### src/hdl/qei_map.svh
`ifndef QEI_MAP_SVH
`define QEI_MAP_SVH
// register word offsets
`define QEI_CTL_OFS      4'h0
`define QEI_STAT_OFS     4'h1
`define QEI_POS_OFS      4'h2
`define QEI_MAXPOS_OFS   4'h3
`define QEI_LOAD_OFS     4'h4
`define QEI_TIME_OFS     4'h5
`define QEI_COUNT_OFS    4'h6
`define QEI_SPEED_OFS    4'h7
`define QEI_INTEN_OFS    4'h8
`define QEI_RIS_OFS      4'h9
`define QEI_ISC_OFS      4'ha
`define QEI_PINSEL_OFS   4'hb
// control field positions
`define QEI_CTL_EN       0
`define QEI_CTL_SWAP     1
`define QEI_CTL_SIG      2
`define QEI_CTL_CAP      3
`define QEI_CTL_RES      4
`define QEI_CTL_VELEN    5
`define QEI_CTL_DIV_LO   6
`define QEI_CTL_INV_FIRST  9
`define QEI_CTL_INV_SECOND 10
`define QEI_CTL_INV_HOME   11
// interrupt bit positions
`define QEI_INT_HOME     0
`define QEI_INT_TIMER    1
`define QEI_INT_DIR      2
`define QEI_INT_ERR      3
// reset values
`define QEI_CTL_RST      12'h000
`define QEI_WORD_RST     32'h0000_0000
// edges per line for each capture mode
`define QEI_EDGES_CAP0   2
`define QEI_EDGES_CAP1   4
`endif

### src/hdl/qei_pkg.sv
package qei_pkg;
    // control word as software sees it
    typedef struct packed {
        logic       invert_home_pulse;
        logic       invert_second_phase;
        logic       invert_first_phase;
        logic [2:0] speed_prescale_field;
        logic       vel_en;
        logic       counter_wrap_sel;
        logic       edge_capture_sel;
        logic       signal_interpretation_sel;
        logic       swap;
        logic       enable;
    } qei_ctl_t;
    // decoded motion events of one cycle
    typedef struct packed {
        logic step;
        logic down;
        logic dir_change;
        logic phase_err;
        logic home;
    } qei_evt_t;
    // pin samples
    typedef struct packed {
        logic home;
        logic b;
        logic a;
    } qei_pins_t;
endpackage

### src/hdl/qei_sync.sv
`timescale 1ns/100ps
`default_nettype none
// two-stage synchroniser, one per encoder pin
module qei_sync
    import qei_pkg::*;
#(
    parameter int WIDTH = 3
) (
    // clock and reset
    input  wire logic             mclk_i,
    input  wire logic             resetn_i,
    // pins and result
    input  wire logic [WIDTH-1:0] async_i,
    output logic      [WIDTH-1:0] sync_o
);
    logic [WIDTH-1:0] meta_reg;
    logic [WIDTH-1:0] sync_reg;
    genvar g;
    // meta stage feeds only the second stage
    generate
        for (g = 0; g < WIDTH; g++) begin : g_bit
            always_ff @(posedge mclk_i or negedge resetn_i) begin
                if (!resetn_i) begin
                    meta_reg[g] <= 1'b0;
                    sync_reg[g] <= 1'b0;
                end else begin
                    meta_reg[g] <= async_i[g];
                    sync_reg[g] <= meta_reg[g];
                end
            end
        end
    endgenerate
    assign sync_o = sync_reg;
endmodule
`default_nettype wire

### src/hdl/qei_decode.sv
`timescale 1ns/100ps
`default_nettype none
// turns synchronised pins into step, direction and fault events
module qei_decode
    import qei_pkg::*;
(
    // clock and reset
    input  wire logic      mclk_i,
    input  wire logic      resetn_i,
    // configuration and pins
    input  wire qei_ctl_t  ctl_i,
    input  wire logic      run_i,
    input  wire qei_pins_t pins_i,
    // events
    output qei_evt_t       evt_o
);
    qei_pins_t cur;
    qei_pins_t prev_reg, prev_next;
    logic      last_b_reg, last_b_next;
    logic      have_last_reg, have_last_next;
    logic      ea, eb;
    qei_evt_t  evt_c;

    // inversion then swap, ahead of any interpretation
    always_comb begin
        cur.a    = pins_i.a ^ ctl_i.invert_first_phase;
        cur.b    = pins_i.b ^ ctl_i.invert_second_phase;
        cur.home = pins_i.home ^ ctl_i.invert_home_pulse;
        if (ctl_i.swap) begin
            cur.a = pins_i.b ^ ctl_i.invert_second_phase;
            cur.b = pins_i.a ^ ctl_i.invert_first_phase;
        end
    end

    // edges by comparing consecutive synchronised samples
    always_comb begin
        ea = cur.a ^ prev_reg.a;
        eb = cur.b ^ prev_reg.b;
        prev_next      = cur;
        last_b_next    = last_b_reg;
        have_last_next = have_last_reg;
        evt_c          = '0;
        evt_c.home     = run_i && cur.home && !prev_reg.home;
        if (!run_i) begin
            have_last_next = 1'b0;
        end else if (ctl_i.signal_interpretation_sel) begin
            // step on first input rising, level of second is direction
            evt_c.step = cur.a && !prev_reg.a;
            evt_c.down = cur.b;
        end else if (ea && eb) begin
            evt_c.phase_err = 1'b1;
        end else if (ea || eb) begin
            // a leads b: after a moves, a differs from b
            evt_c.down = ea ? (cur.a == cur.b) : (cur.a != cur.b);
            evt_c.step = ea || ctl_i.edge_capture_sel;
            // same phase twice with no edge between means reversal
            evt_c.dir_change = have_last_reg && (last_b_reg == eb);
            last_b_next      = eb;
            have_last_next   = 1'b1;
        end
    end

    // registers only
    always_ff @(posedge mclk_i or negedge resetn_i) begin
        if (!resetn_i) begin
            prev_reg      <= '0;
            last_b_reg    <= 1'b0;
            have_last_reg <= 1'b0;
            evt_o         <= '0;
        end else begin
            prev_reg      <= prev_next;
            last_b_reg    <= last_b_next;
            have_last_reg <= have_last_next;
            evt_o         <= evt_c;
        end
    end
endmodule
`default_nettype wire

### src/hdl/qei_top.sv
`timescale 1ns/100ps
`default_nettype none
`include "qei_map.svh"
module qei_top
    import qei_pkg::*;
#(
    parameter int PW = 32
) (
    // clock and reset
    input  wire logic        mclk_i,
    input  wire logic        resetn_i,
    // encoder pins
    input  wire logic        quad_input_first_i,
    input  wire logic        quad_input_second_i,
    input  wire logic        home_pulse_in_i,
    // avalon-mm slave
    input  wire logic [3:0]  avs_address_i,
    input  wire logic        avs_read_i,
    input  wire logic        avs_write_i,
    input  wire logic [31:0] avs_writedata_i,
    input  wire logic [3:0]  avs_byteenable_i,
    output logic [31:0]      avs_readdata_o,
    output logic             avs_waitrequest_o,
    // interrupt and status
    output logic             irq_o,
    output logic             direction_o
);
    // control and configuration
    qei_ctl_t      ctl_reg;
    qei_ctl_t      ctl_next;
    logic          pin_function_select_reg;
    logic          pinsel_next;
    logic [PW-1:0] position_limit_reg;
    logic [PW-1:0] limit_next;
    logic [31:0]   period_reload_value;
    logic [31:0]   load_next;
    logic [3:0]    inten_reg;
    logic [3:0]    inten_next;
    // position and velocity state
    logic [PW-1:0] pos_reg;
    logic [PW-1:0] pos_next;
    logic [31:0]   timer_reg;
    logic [31:0]   timer_next;
    logic [31:0]   edge_accumulator;
    logic [31:0]   acc_next;
    logic [31:0]   period_edge_result;
    logic [31:0]   speed_next;
    logic [6:0]    pre_reg;
    logic [6:0]    pre_next;
    // status and bus state
    logic [3:0]    ris_reg;
    logic [3:0]    ris_next;
    logic          dir_reg;
    logic          dir_next;
    logic          err_reg;
    logic          err_next;
    logic          ack_reg;
    logic          ack_next;
    logic [31:0]   rdata_reg;
    logic [31:0]   rdata_next;
    // helpers
    logic [31:0]   wmask;
    logic [31:0]   wd;
    qei_pins_t     pins_raw;
    qei_pins_t     pins_sync;
    qei_evt_t      evt;
    logic          run;
    logic          wr_go;
    logic          rd_go;
    logic [6:0]    pre_lim;
    logic          vel_tick;
    logic          expire;
    logic [3:0]    evt_bits;
    logic [3:0]    clr_bits;

    // pins reach the decoder only through the synchroniser
    assign pins_raw = '{home: home_pulse_in_i, b: quad_input_second_i, a: quad_input_first_i};
    qei_sync #(
        .WIDTH (3)
    ) u_sync (
        .mclk_i   (mclk_i),
        .resetn_i (resetn_i),
        .async_i  (pins_raw),
        .sync_o   (pins_sync)
    );

    // pins stay plain gpio until routed to the decoder
    assign run = ctl_reg.enable && pin_function_select_reg;
    qei_decode u_dec (
        .mclk_i   (mclk_i),
        .resetn_i (resetn_i),
        .ctl_i    (ctl_reg),
        .run_i    (run),
        .pins_i   (pins_sync),
        .evt_o    (evt)
    );

    // one-cycle answer: waitrequest drops the cycle after the request is seen
    // reads are captured on the stall cycle, writes land on the answer cycle
    assign rd_go = avs_read_i && !ack_reg;
    assign wr_go = avs_write_i && ack_reg;
    assign avs_waitrequest_o = (avs_read_i || avs_write_i) && !ack_reg;
    always_comb begin
        for (int i = 0; i < 4; i++) begin
            wmask[i*8 +: 8] = {8{avs_byteenable_i[i]}};
        end
    end

    // predivided velocity edge; a field of 0 passes every edge
    // the divider phase survives a period end, so no edge is lost between periods
    assign pre_lim  = 7'((8'h1 << ctl_reg.speed_prescale_field) - 8'h1);
    assign vel_tick = evt.step && ctl_reg.vel_en && run && (pre_reg == pre_lim);
    assign expire   = ctl_reg.vel_en && run && (timer_reg == 32'h0);
    assign evt_bits = {evt.phase_err, evt.dir_change,
                       expire, evt.home};
    assign clr_bits = (wr_go && avs_address_i == `QEI_ISC_OFS) ? avs_writedata_i[3:0] : 4'h0;

    // position, velocity, status and bus next-state
    always_comb begin
        ctl_next    = ctl_reg;
        pinsel_next = pin_function_select_reg;
        pos_next    = pos_reg;
        limit_next  = position_limit_reg;
        load_next   = period_reload_value;
        timer_next  = timer_reg;
        acc_next    = edge_accumulator;
        speed_next  = period_edge_result;
        pre_next    = pre_reg;
        inten_next  = inten_reg;
        dir_next    = dir_reg;
        err_next    = err_reg;
        ack_next    = (avs_read_i || avs_write_i) && !ack_reg;
        rdata_next  = rdata_reg;
        wd          = 32'h0;

        // position integrator
        if (run && evt.step) begin
            dir_next = evt.down;
            // up count wraps at the limit in both modes; a lower limit wraps at once
            if (!evt.down) begin
                if (pos_reg >= position_limit_reg) begin
                    pos_next = '0;
                end else begin
                    pos_next = pos_reg + 1'b1;
                end
            end else if (pos_reg == '0) begin
                pos_next = position_limit_reg;
            end else begin
                pos_next = pos_reg - 1'b1;
            end
        end

        // home comes after the step, so it wins a tie in reset mode 1
        if (evt.home && ctl_reg.counter_wrap_sel) begin
            pos_next = '0;
        end

        // the error bit is sticky; only a reset clears it
        if (evt.phase_err) begin
            err_next = 1'b1;
        end

        // predivider and accumulator
        if (run && ctl_reg.vel_en && evt.step) begin
            pre_next = (pre_reg == pre_lim) ? 7'h00 : 7'(pre_reg + 7'h01);
        end
        if (vel_tick) begin
            acc_next = edge_accumulator + 32'h1;
        end

        // period timer
        if (run && ctl_reg.vel_en) begin
            if (expire) begin
                timer_next = period_reload_value;
                speed_next = acc_next;
                acc_next   = 32'h0;
            end else begin
                timer_next = timer_reg - 32'h1;
            end
        end

        // a software write wins over a hardware update of the same cycle, except an interrupt clear, which loses to new events
        // register writes, byte-lane merged
        if (wr_go) begin
            unique case (avs_address_i)
                `QEI_CTL_OFS: begin
                    wd       = ({20'h0, ctl_reg} & ~wmask) | (avs_writedata_i & wmask);
                    ctl_next = qei_ctl_t'(wd[11:0]);
                end
                `QEI_POS_OFS: begin
                    wd       = (32'(pos_reg) & ~wmask) | (avs_writedata_i & wmask);
                    pos_next = wd[PW-1:0];
                end
                `QEI_MAXPOS_OFS: begin
                    wd         = (32'(position_limit_reg) & ~wmask) | (avs_writedata_i & wmask);
                    limit_next = wd[PW-1:0];
                end
                `QEI_LOAD_OFS: begin
                    load_next  = (period_reload_value & ~wmask) | (avs_writedata_i & wmask);
                    timer_next = load_next;
                end
                `QEI_INTEN_OFS: begin
                    inten_next = avs_byteenable_i[0] ? avs_writedata_i[3:0] : inten_reg;
                end
                `QEI_PINSEL_OFS: begin
                    pinsel_next = avs_byteenable_i[0] ? avs_writedata_i[0] : pin_function_select_reg;
                end
                default: begin
                end
            endcase
        end

        // reads; unmapped offsets answer zero
        if (rd_go) begin
            unique case (avs_address_i)
                `QEI_CTL_OFS:    rdata_next = {20'h0, ctl_reg};
                `QEI_STAT_OFS:   rdata_next = {30'h0, dir_reg, err_reg};
                `QEI_POS_OFS:    rdata_next = 32'(pos_reg);
                `QEI_MAXPOS_OFS: rdata_next = 32'(position_limit_reg);
                `QEI_LOAD_OFS:   rdata_next = period_reload_value;
                `QEI_TIME_OFS:   rdata_next = timer_reg;
                `QEI_COUNT_OFS:  rdata_next = edge_accumulator;
                `QEI_SPEED_OFS:  rdata_next = period_edge_result;
                `QEI_INTEN_OFS:  rdata_next = {28'h0, inten_reg};
                `QEI_RIS_OFS:    rdata_next = {28'h0, ris_reg};
                `QEI_ISC_OFS:    rdata_next = {28'h0, ris_reg & inten_reg};
                `QEI_PINSEL_OFS: rdata_next = {31'h0, pin_function_select_reg};
                default:         rdata_next = 32'h0;
            endcase
        end

        // new events win over a clear in the same cycle
        ris_next = (ris_reg & ~clr_bits) | evt_bits;
    end

    // read data leave a flop and stand until the next read is captured
    assign avs_readdata_o = rdata_reg;

    // interrupt only for unmasked pending sources
    assign irq_o       = |(ris_reg & inten_reg);
    assign direction_o = dir_reg;

    // registers only
    always_ff @(posedge mclk_i or negedge resetn_i) begin
        if (!resetn_i) begin
            ctl_reg                 <= qei_ctl_t'(`QEI_CTL_RST);
            pin_function_select_reg <= 1'b0;
            pos_reg                 <= '0;
            position_limit_reg      <= '0;
            period_reload_value     <= `QEI_WORD_RST;
            timer_reg               <= `QEI_WORD_RST;
            edge_accumulator        <= `QEI_WORD_RST;
            period_edge_result      <= `QEI_WORD_RST;
            pre_reg                 <= 7'h00;
            inten_reg               <= 4'h0;
            ris_reg                 <= 4'h0;
            dir_reg                 <= 1'b0;
            err_reg                 <= 1'b0;
            ack_reg                 <= 1'b0;
            rdata_reg               <= `QEI_WORD_RST;
        end else begin
            ctl_reg                 <= ctl_next;
            pin_function_select_reg <= pinsel_next;
            pos_reg                 <= pos_next;
            position_limit_reg      <= limit_next;
            period_reload_value     <= load_next;
            timer_reg               <= timer_next;
            edge_accumulator        <= acc_next;
            period_edge_result      <= speed_next;
            pre_reg                 <= pre_next;
            inten_reg               <= inten_next;
            ris_reg                 <= ris_next;
            dir_reg                 <= dir_next;
            err_reg                 <= err_next;
            ack_reg                 <= ack_next;
            rdata_reg               <= rdata_next;
        end
    end
endmodule
`default_nettype wire

### config.mk
export PLATFORM = sky130hd
export DESIGN_NAME = qei_top
export DESIGN_NICKNAME = d
export VERILOG_FILES = /design/src/hdl/qei_pkg.sv /design/src/hdl/qei_sync.sv /design/src/hdl/qei_decode.sv /design/src/hdl/qei_top.sv
export VERILOG_INCLUDE_DIRS = /design/src /design/src/hdl
export SDC_FILE = /design/constraint.sdc
export NUM_CORES = 1
export LEC_CHECK = 0
export BUFFER_PORTS_ARGS = -buffer_cell sky130_fd_sc_hd__buf_2
export CAP_MARGIN = 10
export CORE_ASPECT_RATIO = 0.8
export CORE_MARGIN = 2
export CORE_UTILIZATION = 55
export DETAILED_ROUTE_END_ITERATION = 10
export PLACE_DENSITY = 0.77
export SLEW_MARGIN = 15
export SYNTH_ARGS = -nofsm -noshare
export SYNTH_HDL_FRONTEND = slang
export SYNTH_HIERARCHICAL = 1
export SYNTH_SLANG_ARGS = --single-unit
### constraint.sdc
create_clock -name mclk_i -period 3.75 [get_ports mclk_i]
set_clock_uncertainty 0.05 [all_clocks]
set_input_delay 0.9375 -clock mclk_i [delete_from_list [all_inputs] [get_ports mclk_i]]
set_output_delay 0.9375 -clock mclk_i [all_outputs]
set_load 0.01 [all_outputs]
==> results.md <==
* Pins Over Slew Limit at 0
* Worst-Margin Slew at 1.04 ns
* Hold crit path type: flop to flop
* Register area share after synthesis at 40.1%
* GPL Wtd Cong at 1.04
* Root Driver: clkbuf_16
* Num CTS Buffers at 29
* Starting DRT DRC Count at 1894
* # fillers at 2568
* FF+latch area at 6780 sq um
* Skew-Pair Late Insertion Delay at 0.57 ns
* Post-Syn Area at 16900 sq um
* Overall power at 0.00869 W
* Outcome: complete, no violations
* Initial antenna violation count at 1
* Critical Path AT at 3.85 ns
* Type of origin of the critical path: flop
* CTS max path bufs at 3
* Post-CTS setup buffers at 0
* Layout cell share with drive strength beyond 1 at 16.7%
* Kind of critical path: flop to flop
* Asr flop ratio synth at 100%
* Global Route Usage Sum at 35.0%
* Final setup TNS at 0 ns
* Vias per cell at 6.70
* Global-route wire length before repair at 87500 um
* Max Cap Violations at 0
* Synth top area cells: dfrtp_1 40%, mux2_2 5.7%, nand2_1 4.5%
* VDD IR-drop max at 425 uV
* Final nets at 2034
* Largest area contributor in the netlist: dfrtp_1
* Vias in the first global route at 15.4k
* Die area at 32200 sq um
* N_diodes at 0
* Row count at 57
* RSZ-0062 raised after global routing: no
* Post-synthesis cell count at 1898
* Clock Sinks at 271
* Worst path bufs/invs at 0
* Final setup vio count at 0
* # H-tree levels at 1
* Max Fclk at 0.288 GHz
* Yosys warns at 6
* Crit Path Max Fanout at 13
* CP required at 4.13 ns
* Pin count of the biggest net entering global routing at 86
* Most frequent CP cell: xnor2_1
* Lkg Pwr at 8.19 nW
* WL/cell at 23.5 um
* Area Growth Syn to Fin at 12.0%
* CTS Hold Bufs at 0
* Main flop type after synthesis: dfrtp_1
* Vias at 16.0k
* Period minus WS final at 3.47 ns
* Synth cell count leaders: 271 x dfrtp_1, 203 x nand2_1, 137 x o21ai_0
* Final instance area at 18900 sq um
* Die width at 200 um
* First-pass detailed-route iteration total at 6
* Post-CTS resize count at 0
* Die height at 161 um
* Core Box Area at 30300 sq um
* Cell Chain, Critical Path: or3_1 > ha_1 > xnor2_1 > a21boi_0 > o211ai_1 > or4_1 > nor4_1 > xnor2_1 > o21ai_0
* Critical Path Max Stage Delay at 0.82 ns
* Initial core utilization at 55.8%
* Final non-filler cell total at 2381
* CTS clk-pin slew, worst paths at 0.06 ns
* Distinct cells, synth at 80
* Tcrit/Tclk final at 92.6%
* DP Area at 17900 sq um
* DP Wirelength at 40400 um
* Post-synth top area share at 40.1%
* Area of the multi-input gates at 9370 sq um
* Drt drc at 0
* Crit-path slowest cell: or4_1
* CTS tree: built
* Count leader, synth: dfrtp_1
* Mapped Nets at 1985
* Fin. Hold Viols at 0
* DRT antenna net count at 0
* Ports at 82
* Drt total wl at 55900 um
* Slew margin rel. at 30.4%
* Synthesized flop and latch total at 271
* Avg Cell Area, Syn at 8.90 sq um
* DP Cell Count at 2329
* Post-synth EDFFs at 0
* CP top delay family: simple AND/OR/NAND/NOR gates
* Port bufs at 81
* Crit. End Element: flop
* GRT Residual Overflow at 0
* Pwr Density at 459 nW/um^2
layout by cell type, fill, tap and decap left out, types with 14 or more instances in the layout:
cell type,n
dfrtp_1,271
nand2_1,203
o21ai_0,137
nor2_1,125
a21oi_1,92
mux2_2,85
buf_2,80
buf_4,77
nor3_1,64
inv_1,57
nand3_1,54
a22oi_1,49
mux2i_1,48
xnor2_1,43
ha_1,40
nand4_1,34
clkbuf_16,29
xor2_1,28
a31oi_1,28
a221oi_1,27
nor4_1,24
or3_1,23
and3_1,23
nand2b_1,21
a211oi_1,21
nor2b_1,20
o22ai_1,17
o211ai_1,16
or4_1,14
power by group:
group,internal [W],total [W],switching (W)
Combinational,0.000799,0.00191,0.00111
Sequential,0.00323,0.00373,0.000500
Clock,0.00179,0.00305,0.00125
Total,0.00582,0.00869,0.00287
worst register-to-register path, cell delays in order, from the launching register on:
cell      delay, ns
dfrtp_1        0.37
or3_1          0.39
ha_1           0.29
xnor2_1        0.24
a21boi_0       0.30
o211ai_1       0.16
or4_1          0.82
nor4_1         0.43
xnor2_1        0.19
o21ai_0        0.10
logic make-up (layout without fill, tap and decap cells):
kind of cell | after synthesis | count (layout) | share of synthesized area [%]
compound gates | 514 | 514 | 20.3
xor+xnor | 73 | 73 | 3.87
fa+ha+maj | 40 | 40 | 2.96
buf+inv | 201 | 271 | 4.62
flops | 271 | 271 | 40.1
mux | 136 | 136 | 8.82
simple gates | 663 | 663 | 19.3
layout make-up:
type                            instances  area share, %
Inverter                               58           1.15
Clock inverter                         12          0.912
Sequential cell                       271           35.8
Timing Repair Buffer                  161           5.57
Clock buffer                           40           4.32
Tap cell                              413           2.73
Multi-Input combinational cell       1426           49.5
per-layer routing:
metal,global-route usage (%),share of wire [%]
met1,48.4,40
met2,54.2,45
met3,6.45,9.5
met4,14.7,4.9
met5,0,0
stage by stage:
step / worst slack (ns) / utilization (%) / hold WS, ns
6_report: 0.279 / 62.4 / 0.297
5_1_grt: 0.101 / 62.4 / 0.304
4_1_cts: 0.300 / 62.4 / 0.299
3_5_place_dp: 0.359 / 59.2 / 0.285
3_3_place_gp: 0.497 / 59.2 / 0.284
2_1_floorplan: 0.512 / - / 0.281
path summary, 6_finish.rpt:
path	from	end	slack [ns]	cells past startpoint
setup / recovery	flop	period_edge_result[26]	0.28	9
min in group asynchronous	resetn_i	period_edge_result[27]	0.33	1
hold reg to reg	u_sync/meta_reg[1]	u_sync/sync_o[1]	0.30	0
setup reg to reg	flop	period_edge_result[26]	0.28	9
max in group asynchronous	resetn_i	avs_readdata_o[4]	2.42	2
hold / removal	u_sync/meta_reg[1]	u_sync/sync_o[1]	0.30	0
No activity file was read; power rests on OpenSTA's default activity.
